===== config.mk =====
export PLATFORM = sky130hd
export DESIGN_NAME = cbm_mem_ctrl
export DESIGN_NICKNAME = d
export VERILOG_FILES = /design/src/rtl/cbm_pkg.sv /design/src/rtl/cbm_clk_div.sv /design/src/rtl/cbm_addr_decode.sv /design/src/rtl/cbm_mem_ctrl.sv
export VERILOG_INCLUDE_DIRS = /design/src /design/src/rtl
export SDC_FILE = /design/constraint.sdc
export NUM_CORES = 1
export LEC_CHECK = 0
export ABC_AREA = 1
export BUFFER_PORTS_ARGS = -buffer_cell sky130_fd_sc_hd__buf_2
export CAP_MARGIN = 10
export CORE_ASPECT_RATIO = 0.9
export CORE_UTILIZATION = 33
export DETAILED_ROUTE_END_ITERATION = 7
export GPL_TIMING_DRIVEN = 0
export PLACE_DENSITY = 0.79
export SETUP_SLACK_MARGIN = 0.02
export SYNTH_ARGS = -nofsm -noshare
export SYNTH_HDL_FRONTEND = slang
export SYNTH_SLANG_ARGS = --single-unit

===== constraint.sdc =====
create_clock -name core_clk_i -period 1.03 [get_ports core_clk_i]
set_input_delay 0.1545 -clock core_clk_i [delete_from_list [all_inputs] [get_ports core_clk_i]]
set_output_delay 0.1545 -clock core_clk_i [all_outputs]
set_load 0.01 [all_outputs]

===== src/rtl/cbm_defs.svh =====
// constant definitions for the cpu board memory decode and dram control block
`ifndef CBM_DEFS_SVH
`define CBM_DEFS_SVH

`define CBM_CLK_DIV          6
`define CBM_CLK_HALF         3
`define CBM_DIV_W            3
`define CBM_MASTER_KHZ       10644
`define CBM_CPU_KHZ          1774
`define CBM_DLY_STAGES       3
`define CBM_MUX_STAGE        1
`define CBM_CAS_STAGE        2
`define CBM_RAM_ROW_LSB      0
`define CBM_RAM_COL_LSB      7
`define CBM_RAM_LINES        7
`define CBM_PAT_ROM1         4'h0
`define CBM_PAT_ROM2         4'h1
`define CBM_PAT_ROM3         4'h2
`define CBM_PAT_IOMAP        4'h3
`define CBM_PAT_KBD          2'h2
`define CBM_PAT_VID          2'h3
`define CBM_PAT_RAM_HI       2'h1
`define CBM_PAT_RAM_4K       2'h0

`endif


===== src/rtl/cbm_pkg.sv =====
// types shared by the memory decode and dram control files
package cbm_pkg;
  typedef enum logic [2:0] {
    CBM_SEL_NONE,
    CBM_SEL_ROM1,
    CBM_SEL_ROM2,
    CBM_SEL_ROM3,
    CBM_SEL_KBD,
    CBM_SEL_VID,
    CBM_SEL_RAM
  } cbm_sel_t;
endpackage


===== src/rtl/cbm_clk_div.sv =====
// divide-by-six processor clock generator
`timescale 1ns/1ps
`include "cbm_defs.svh"
module cbm_clk_div
  import cbm_pkg::*;
#(
  parameter int DIV = `CBM_CLK_DIV
) (
  input  wire logic core_clk_i,
  input  wire logic sys_rst_i,
  output logic      cpu_clk_o
);
  logic [`CBM_DIV_W-1:0] count;

  always_ff @(posedge core_clk_i) begin
    if (sys_rst_i) begin
      count <= '0;
    end else if (count == `CBM_DIV_W'(DIV - 1)) begin
      count <= '0;
    end else begin
      count <= count + `CBM_DIV_W'(1);
    end
  end

  // equal high and low halves keep the duty at fifty percent
  always_ff @(posedge core_clk_i) begin
    if (sys_rst_i) begin
      cpu_clk_o <= 1'b0;
    end else begin
      cpu_clk_o <= (count >= `CBM_DIV_W'(DIV / 2)) ? 1'b0 : 1'b1;
    end
  end
endmodule


===== src/rtl/cbm_addr_decode.sv =====
// upper address decode into device selects
`timescale 1ns/1ps
`include "cbm_defs.svh"
module cbm_addr_decode
  import cbm_pkg::*;
(
  input  wire logic [15:10] addr_hi_i,
  input  wire logic         ram_16k_i,
  output cbm_sel_t          sel_o
);
  always_comb begin
    sel_o = CBM_SEL_NONE;
    if (addr_hi_i[15:14] == `CBM_PAT_RAM_HI) begin
      if (ram_16k_i || addr_hi_i[13:12] == `CBM_PAT_RAM_4K) begin
        sel_o = CBM_SEL_RAM;
      end
    end else begin
      case (addr_hi_i[15:12])
        `CBM_PAT_ROM1: sel_o = CBM_SEL_ROM1;
        `CBM_PAT_ROM2: sel_o = CBM_SEL_ROM2;
        `CBM_PAT_ROM3: sel_o = CBM_SEL_ROM3;
        `CBM_PAT_IOMAP: begin
          if (addr_hi_i[11:10] == `CBM_PAT_KBD) begin
            sel_o = CBM_SEL_KBD;
          end else if (addr_hi_i[11:10] == `CBM_PAT_VID) begin
            sel_o = CBM_SEL_VID;
          end
        end
        default: sel_o = CBM_SEL_NONE;
      endcase
    end
  end
endmodule


===== src/rtl/cbm_mem_ctrl.sv =====
// cpu board bus buffering, device decode and dram strobe generation
// How it works
// - master clock divided by six for processor
// - read: inbound data on, outbound off
// - isolate low disables address and outbound data
// - control bus decoded into four strobes
// - 0000/0001/0010 select roms one to three
// - 0011 with 10 keyboard, 11 video
// - ram on 01; 4k needs 00 too
// - fourteen ram address bits on seven lines
// - mux low drives row bits 0-6
// - mux high drives column bits 7-13
// - row strobe equals memory request directly
// - read or write feeds three-stage delay chain
// - mux select rises two clocks after request
// - column strobe one clock after mux
// - strobes inactive clear chain at next clock
// - column strobe gated by ram select
// - ram read enables ram data buffers
// - ram write drives write low, buffers off
`timescale 1ns/1ps
`include "cbm_defs.svh"
module cbm_mem_ctrl
  import cbm_pkg::*;
#(
  parameter int STAGES = `CBM_DLY_STAGES
) (
  input  wire logic        core_clk_i,
  input  wire logic        sys_rst_i,
  output logic             cpu_clk_o,
  // processor side
  input  wire logic [15:0] cpu_addr_i,
  input  wire logic [7:0]  cpu_data_i,
  output logic [7:0]       cpu_data_o,
  output logic             cpu_data_oe_o,
  input  wire logic        memory_request_n_i,
  input  wire logic        io_request_n_i,
  input  wire logic        cpu_rd_n_i,
  input  wire logic        cpu_wr_n_i,
  input  wire logic        bus_isolate_n_i,
  input  wire logic        ram_16k_i,
  // system side
  output logic [15:0]      sys_addr_o,
  output logic             sys_addr_oe_o,
  input  wire logic [7:0]  sys_data_i,
  output logic [7:0]       sys_data_o,
  output logic             sys_data_oe_o,
  output logic             mem_write_strobe_n_o,
  output logic             mem_read_strobe_n_o,
  output logic             io_in_strobe_n_o,
  output logic             io_out_strobe_n_o,
  output logic             rom1_sel_n_o,
  output logic             rom2_sel_n_o,
  output logic             rom3_sel_n_o,
  output logic             kbd_sel_n_o,
  output logic             vid_sel_n_o,
  output logic             ram_sel_n_o,
  // dram side
  output logic [6:0]       ram_addr_o,
  output logic             ram_row_strobe_n_o,
  output logic             ram_col_strobe_n_o,
  output logic             ram_mux_sel_o,
  output logic             ram_write_n_o,
  input  wire logic [7:0]  ram_data_i,
  output logic [7:0]       ram_data_o,
  output logic             ram_rd_buf_en_o
);

  ////////////////////////////////////////////////////////////////////////////
  // processor clock

  cbm_clk_div #(
    .DIV (`CBM_CLK_DIV)
  ) u_clk_div (
    .core_clk_i (core_clk_i),
    .sys_rst_i  (sys_rst_i),
    .cpu_clk_o  (cpu_clk_o)
  );

  ////////////////////////////////////////////////////////////////////////////
  // control bus decode

  logic     cpu_reading;
  logic     access_req;
  cbm_sel_t dev_sel;
  logic     ram_hit;

  assign mem_write_strobe_n_o = memory_request_n_i | cpu_wr_n_i;
  assign mem_read_strobe_n_o  = memory_request_n_i | cpu_rd_n_i;
  assign io_in_strobe_n_o     = io_request_n_i | cpu_rd_n_i;
  assign io_out_strobe_n_o    = io_request_n_i | cpu_wr_n_i;

  assign cpu_reading = ~cpu_rd_n_i;
  // refresh carries neither read nor write, so it never starts the chain
  assign access_req  = ~mem_read_strobe_n_o | ~mem_write_strobe_n_o;

  ////////////////////////////////////////////////////////////////////////////
  // address and data buffers

  assign sys_addr_o    = cpu_addr_i;
  assign sys_addr_oe_o = bus_isolate_n_i;

  // outbound carries processor data whenever not reading and not isolated
  assign sys_data_o    = cpu_data_i;
  assign sys_data_oe_o = ~cpu_reading & bus_isolate_n_i;

  // inbound: ram buffers share the system data bus on reads
  always_ff @(posedge core_clk_i) begin
    if (sys_rst_i) begin
      cpu_data_o <= 8'h00;
    end else if (ram_rd_buf_en_o) begin
      cpu_data_o <= ram_data_i;
    end else begin
      cpu_data_o <= sys_data_i;
    end
  end

  assign cpu_data_oe_o = cpu_reading;

  ////////////////////////////////////////////////////////////////////////////
  // device selects

  cbm_addr_decode u_decode (
    .addr_hi_i (cpu_addr_i[15:10]),
    .ram_16k_i (ram_16k_i),
    .sel_o     (dev_sel)
  );

  assign ram_hit      = (dev_sel == CBM_SEL_RAM);
  assign rom1_sel_n_o = ~(dev_sel == CBM_SEL_ROM1);
  assign rom2_sel_n_o = ~(dev_sel == CBM_SEL_ROM2);
  assign rom3_sel_n_o = ~(dev_sel == CBM_SEL_ROM3);
  assign kbd_sel_n_o  = ~(dev_sel == CBM_SEL_KBD);
  assign vid_sel_n_o  = ~(dev_sel == CBM_SEL_VID);
  assign ram_sel_n_o  = ~ram_hit;

  ////////////////////////////////////////////////////////////////////////////
  // mux / column strobe delay chain

  logic [STAGES-1:0] dly;
  logic [STAGES-1:0] dly_in;

  // the head flop takes the request, every later flop the one before it;
  // a shifted copy keeps a constant out-of-range index out of stage zero
  assign dly_in = {dly[STAGES-2:0], 1'b1};

  // one flop per stage; a dropped request clears the chain at the next edge,
  // the combinational gate below removes the strobes before the next edge
  genvar gi;
  generate
    for (gi = 0; gi < STAGES; gi++) begin : g_dly
      always_ff @(posedge core_clk_i) begin
        if (sys_rst_i || !access_req) begin
          dly[gi] <= 1'b0;
        end else begin
          dly[gi] <= dly_in[gi];
        end
      end
    end
  endgenerate

  // stage one tap gives the mux two clocks after request, stage two one more
  assign ram_mux_sel_o = dly[`CBM_MUX_STAGE] & access_req;

  logic col_strobe_n;
  assign col_strobe_n       = ~(dly[`CBM_CAS_STAGE] & access_req);
  assign ram_col_strobe_n_o = col_strobe_n | ~ram_hit;

  ////////////////////////////////////////////////////////////////////////////
  // dram address and strobes

  // row address also carries the processor's refresh row
  assign ram_addr_o = ram_mux_sel_o ?
      cpu_addr_i[`CBM_RAM_COL_LSB +: `CBM_RAM_LINES] :
      cpu_addr_i[`CBM_RAM_ROW_LSB +: `CBM_RAM_LINES];

  assign ram_row_strobe_n_o = memory_request_n_i;

  assign ram_write_n_o   = mem_write_strobe_n_o;
  assign ram_data_o      = cpu_data_i;
  assign ram_rd_buf_en_o = ram_hit & ~mem_read_strobe_n_o;

endmodule


==> flow_metrics.py, run 1 <==
metrics = {
    "setup_path": {
        "path_buf_inv": 3,
        "r2r_start": "u_clk_div.count[0]",
        "cp_top_family": "flip-flops",
        "cp_slowest_cell": "dfxtp_2",
        "r2r_end": "u_clk_div.cpu_clk_o",
        "start_kind": "register",
        "reg2reg_slack_ns": 0.08,
        "crit_chain": "nand2_4 > buf_6 > inv_8 > nand2_2 > nand2_2 > buf_6",
        "max_stage_delay_ns": 0.34,
        "reg2reg_depth": 3,
        "worstSetupEndpoint": "ram_addr_o[0]",
        "worstPathArrival_ns": 1.07,
        "crit_fanout": 5,
        "critPathLaunch": "dly[1]",
        "worstSetupPathType": "register to output pin",
        "cp_num_cells": 6,
        "crit_path_end_kind": "output pin",
        "crit_required_ns": 0.88,
    },
    "clock_tree": {
        "cts-htree-levels": 1,
        "cts.sinks": 15,
        "clkLatencyLatePin_ns": 0.25,
        "cts_buffers": 3,
        "clockBufferDepth": 2,
        "cts.clk_slew.worst_paths_ns": 0.06,
        "cts_tree": "yes",
        "hold_buffers": 0,
        "root_buffer": "clkbuf_8",
    },
    "grt": {
        "overflow": 0,
        "grtUsageTotal_pct": 18.7,
        "grt_pass1_wl_mm": 5.53,
        "antenna_found_initial": 0,
        "grt_pass1_vias": 1340,
        "grt_max_degree": 11,
    },
    "place": {
        "pre_cts_slack_ns": -0.371,
        "port_buffers": 105,
        "place_hpwl_mm": 2.49,
        "gp_congestion": 0.799,
    },
    "pwr": {
        "powerDensity_nw_per_um2": 799,
        "total_power_uw": 1960,
        "p_leak_uw": 0.00141,
        "ir_worst_vdd_v": 0.000696,
    },
    "logic_synthesis": {
        "syn_avg_cell_area_um2": 6.61,
        "netlist_instances": 186,
        "synth_area_um2": 1230,
        "yosysSeqAreaShare_pct": 24.4,
        "yosysUniqueCellTypes": 22,
        "yosys_register_bits": 15,
        "syn_nets": 237,
        "synth-warning-count": 0,
    },
    "detailed_routing": {
        "wire_per_inst_um": 10.9,
        "wl_met1_mm": 1.49,
        "firstDrtPassIters": 4,
        "wl_met2_mm": 2.08,
        "wirelength_mm": 3.98,
        "vias_per_cell": 4.33,
        "drc_errors": 0,
        "highest_layer": "met4",
        "drtAntennaViolNets": 0,
        "vias": 1584,
        "drtIter0Drc": 47,
        "dr_wl_met3_um": 351,
    },
    "flow_run": {
        "cap_violations": 0,
    },
    "timing": {
        "relSlewSlack_pct": 80.8,
        "fin_worst_skew_ns": 0.000796,
        "hold_ws_ns": 0.141,
        "maxSlewViolCount": 0,
        "fin_setup_tns_ns": -1.90,
        "rsz0062_at_grt": "true",
        "worst_pin_slew_ns": 0.287,
        "period_share_pct": 119,
        "hold_viol_final": 0,
        "fin_ws_ns": -0.192,
        "fin_crit_ns": 1.22,
        "fmax_mhz": 819,
        "setup_violations": 18,
    },
    "layout": {
        "area_growth_pct": 99.8,
        "drive_above_1_share_pct": 72.4,
        "nets": 374,
        "insertedDiodeCount": 0,
    },
    "floorplanning": {
        "die_h_um": 59.9,
        "rows": 20,
        "initial_core_util_pct": 35.3,
        "core_um2": 3480,
        "die-area_um2": 3970,
        "io_pins": 114,
        "chipWidth_um": 66.3,
    },
    "worst_hold_path": {
        "min_path_type": "input port to register",
    },
    "run_status": {
        "status": "finished, violations left",
        "violations": "setup timing",
    },
}
[synthesized netlist by cell type]
cell type / n / share of area, %
inv_1: 39 / 12
buf_2: 1 / 0.41
dfxtp_1: 15 / 24
nand2_1: 42 / 13
clkinv_1: 1 / 0.31
a21oi_1: 1 / 0.41
or2_2: 2 / 1.0
nor2_1: 6 / 1.8
buf_6: 1 / 0.92
ha_1: 3 / 3.1
buf_4: 36 / 22
nand4_1: 11 / 5.6
nand3_2: 1 / 0.81
nor4_1: 1 / 0.51
a2111oi_0: 1 / 0.71
o21ai_1: 3 / 1.2
nand3_4: 1 / 1.4
nor2_2: 10 / 5.1
nand2_2: 2 / 1.0
nand3_1: 5 / 2.0
nor2_4: 2 / 1.8
inv_2: 2 / 0.61
[report_power, final]
group	switching, uW	internal [uW]	leakage [uW]	total (uW)
sequential	16.0	621	0.000125	637
clock	207	274	0.0000228	481
combinational	383	460	0.00126	843
[kinds of logic (layout without fill, tap and decap cells)]
logic type | Yosys count | in the layout | synth area share [%]
compound gates | 5 | 5 | 2.34
fa+ha+maj | 3 | 3 | 3.06
buf+inv | 80 | 216 | 36.2
flops | 15 | 15 | 24.4
simple gates | 83 | 83 | 34.0
[per-stage QoR]
| step | instance area, um^2 | cells | utilization [%] |
|---|---|---|---|
| 2_1_floorplan | 1300 | 186 | - |
| 3_3_place_gp | 1880 | 335 | 54.0 |
| 3_5_place_dp | 1880 | 335 | 54.0 |
| 4_1_cts | 2300 | 358 | 66.2 |
| 5_1_grt | 2450 | 366 | 70.6 |
| 6_report | 2450 | 366 | 70.6 |
[placed cells by master (no fill, tap or decap), types with 4 or more instances in the layout]
cell type  synthesis  routed
dfxtp_1           15      12
buf_4             36      54
nor2_1             6       5
nand2_2            2      16
inv_2              2       5
buf_12             0       4
buf_2              1      90
buf_6              1      19
inv_1             39      32
nor2_4             2       5
nand2_1           42      24
nand2_4            0       4
nand4_1           11      11
nor2_2            10       8
[area by class of cell]
type	instances	area [um^2]
timing repair buffer	132	907
clock buffer	4	45.0
buffer	38	300
sequential	15	304
fill	264	1020
tap	44	55.1
inverter	42	183
multi-input combinational	91	661
[flip-flops by register name, indices dropped and copies added, names as in the netlist]
register and cells:
cpu_data_o 8, dly 3, u_clk_div.count 3, u_clk_div.cpu_clk_o 1
[worst min-delay path by stage]
stage / cells past startpoint / end / start
3_5_place_dp: 2 / dly[2] / sys_rst_i
2_1_floorplan: 1 / dly[2] / sys_rst_i
5_1_grt: 2 / dly[2] / sys_rst_i
4_1_cts: 2 / dly[2] / sys_rst_i
6_report: 2 / dly[2] / sys_rst_i
3_3_place_gp: 2 / dly[2] / sys_rst_i
[per-layer routing]
metal,GRT usage [%],vias to the layer above
li1,-,798
met2,37.0,80
met5,0,-
met4,3.65,0
met3,5.73,7
met1,19.2,699
[worst register-to-register path, cell delays in order (launching register included)]
cell and delay (ns):
dfxtp_2 0.32, ha_2 0.18, ha_2 0.18, a2111oi_4 0.18
[what timing repair did]
action	CTS	global route
pin swaps	19	13
buffers inserted	18	9
gates resized for setup	62	20
setup endpoints to repair	12	22
gates cloned	1	0
Note: power is estimated with default switching activity, not from simulation.
==> run 2: changes to the inputs <==
- RECOVER_POWER: not set -> 25
==> run 2 against run 1 <==
Against the previous run: the run still ends with setup timing left; routed wire length decreased by 0.25%; design area decreased by 0.71%; sequential share of layout area increased by 0.089 points; register-to-register slack about the same; hold slack unchanged; largest power group unchanged; highest routed layer unchanged.
==> flow_metrics.py, run 2 (synthesis results as in run 1) <==
metrics = {
    "run_status": {
        "status": "finished, violations left",
        "violations": "setup timing",
    },
    "layout": {
        "area_growth_pct": 98.4,
        "final_common_cell": "buf_2",
        "nets": 374,
        "utilization_pct": 70.1,
        "largest_reg_flops": 8,
        "final_cell_mix": "buf_2 (76), buf_4 (54), inv_1 (32)",
        "drive_above_1_share_pct": 68.0,
        "insertedDiodeCount": 0,
        "largest_register": "cpu_data_o",
        "top_regs": "cpu_data_o (8), dly (3), u_clk_div.count (3)",
    },
    "grt": {
        "grtUsageTotal_pct": 18.7,
        "overflow": 0,
        "grt_pass1_vias": 1340,
        "antenna_found_initial": 0,
        "grt_pass1_wl_mm": 5.53,
        "grt_max_degree": 11,
    },
    "floorplanning": {
        "die-area_um2": 3970,
        "die_h_um": 59.9,
        "core_um2": 3480,
        "chipWidth_um": 66.3,
        "io_pins": 114,
        "rows": 20,
        "initial_core_util_pct": 35.3,
    },
    "clock_tree": {
        "cts_buffers": 3,
        "clkLatencyLatePin_ns": 0.25,
        "hold_buffers": 0,
        "clockBufferDepth": 2,
        "cts.sinks": 15,
        "root_buffer": "clkbuf_8",
        "cts_tree": "yes",
        "cts-htree-levels": 1,
        "cts.clk_slew.worst_paths_ns": 0.06,
    },
    "setup_path": {
        "crit_required_ns": 0.88,
        "worstSetupEndpoint": "ram_addr_o[0]",
        "worstSetupPathType": "register to output pin",
        "critPathLaunch": "dly[1]",
        "cp_top_family": "flip-flops",
        "r2r_end": "u_clk_div.cpu_clk_o",
        "crit_chain": "nand2_4 > buf_6 > inv_8 > nand2_2 > nand2_2 > buf_6",
        "crit_fanout": 5,
        "r2r_start": "u_clk_div.count[0]",
        "start_kind": "register",
        "path_buf_inv": 3,
        "reg2reg_slack_ns": 0.08,
        "cp_slowest_cell": "dfxtp_2",
        "reg2reg_depth": 3,
        "worstPathArrival_ns": 1.07,
        "cp_num_cells": 6,
        "max_stage_delay_ns": 0.34,
        "crit_path_end_kind": "output pin",
    },
    "detailed_routing": {
        "wire_per_inst_um": 10.8,
        "vias": 1584,
        "firstDrtPassIters": 4,
        "drc_errors": 0,
        "drtIter0Drc": 48,
        "vias_per_cell": 4.33,
        "drtAntennaViolNets": 0,
        "wirelength_mm": 3.97,
    },
    "timing": {
        "maxSlewViolCount": 0,
        "hold_viol_final": 0,
        "fmax_mhz": 819,
        "fin_worst_skew_ns": 0.000799,
        "rsz0062_at_grt": "true",
        "setup_violations": 18,
        "period_share_pct": 119,
        "relSlewSlack_pct": 80.8,
        "fin_ws_ns": -0.192,
        "fin_setup_tns_ns": -1.90,
        "worst_pin_slew_ns": 0.287,
        "fin_crit_ns": 1.22,
    },
    "pwr": {
        "p_leak_uw": 0.00137,
        "ir_worst_vdd_v": 0.000696,
        "powerDensity_nw_per_um2": 801,
        "total_power_uw": 1950,
    },
    "flow_run": {
        "cap_violations": 0,
    },
    "place": {
        "port_buffers": 105,
        "place_hpwl_mm": 2.49,
        "gp_congestion": 0.799,
        "pre_cts_slack_ns": -0.371,
    },
    "worst_hold_path": {
        "min_path_type": "input port to register",
    },
}
==> run 2: cell count changes in the layout (fill, tap and decap cells not counted), sizes merged <==
cell / delta
buf: -14
clkbuf: +14
==> run 2: power breakdown <==
part / internal [uW] / switching (uW) / total (uW)
registers: 621 / 16.0 / 637
clock network: 274 / 207 / 481
logic: 452 / 384 / 836
==> run 2: worst min path at each step <==
stage              start     end  slack, ns  cells after the start
4_1_cts        sys_rst_i  dly[2]       0.11                      2
3_5_place_dp   sys_rst_i  dly[2]       0.37                      2
2_1_floorplan  sys_rst_i  dly[2]       0.23                      1
3_3_place_gp   sys_rst_i  dly[2]       0.37                      2
6_report       sys_rst_i  dly[2]       0.14                      2
5_1_grt        sys_rst_i  dly[2]       0.15                      2
==> run 2: routing by layer <==
metal | wire (um) | track usage [%] | vias to the layer above
li1 | - | - | 798
met1 | 1470 | 19.2 | 699
met2 | 2080 | 37.0 | 80
met3 | 357 | 5.73 | 7
met4 | 53 | 3.65 | 0
met5 | 0 | 0 | -
==> run 2: what timing repair did <==
action                     4_1_cts  5_1_grt
gates resized for setup         62       20
pin swaps                       19       13
cloned                           1        0
setup buffers                   18        9
setup endpoints to repair       12       22
==> run 2: worst register-to-register path: stages, from the launching register on <==
cell and delay [ns]:
dfxtp_2 0.32, ha_2 0.18, ha_2 0.18, a2111oi_4 0.18
==> run 2: cell type report <==
cell class                 instances  area [um^2]
timing repair buffer             132          890
tap                               44         55.1
inverter                          42          183
multi-input combinational         91          661
clock buffer                       4         45.0
sequential                        15          304
buffer                            38          300
fill                             274         1040
==> run 2: through the flow <==
| stage | cell area [um^2] | cells | hold slack (ns) |
|---|---|---|---|
| floorplan | 1300 | 186 | 0.227 |
| global placement | 1880 | 335 | 0.369 |
| detailed placement | 1880 | 335 | 0.367 |
| CTS | 2300 | 358 | 0.114 |
| global route | 2440 | 366 | 0.147 |
| finish | 2440 | 366 | 0.141 |
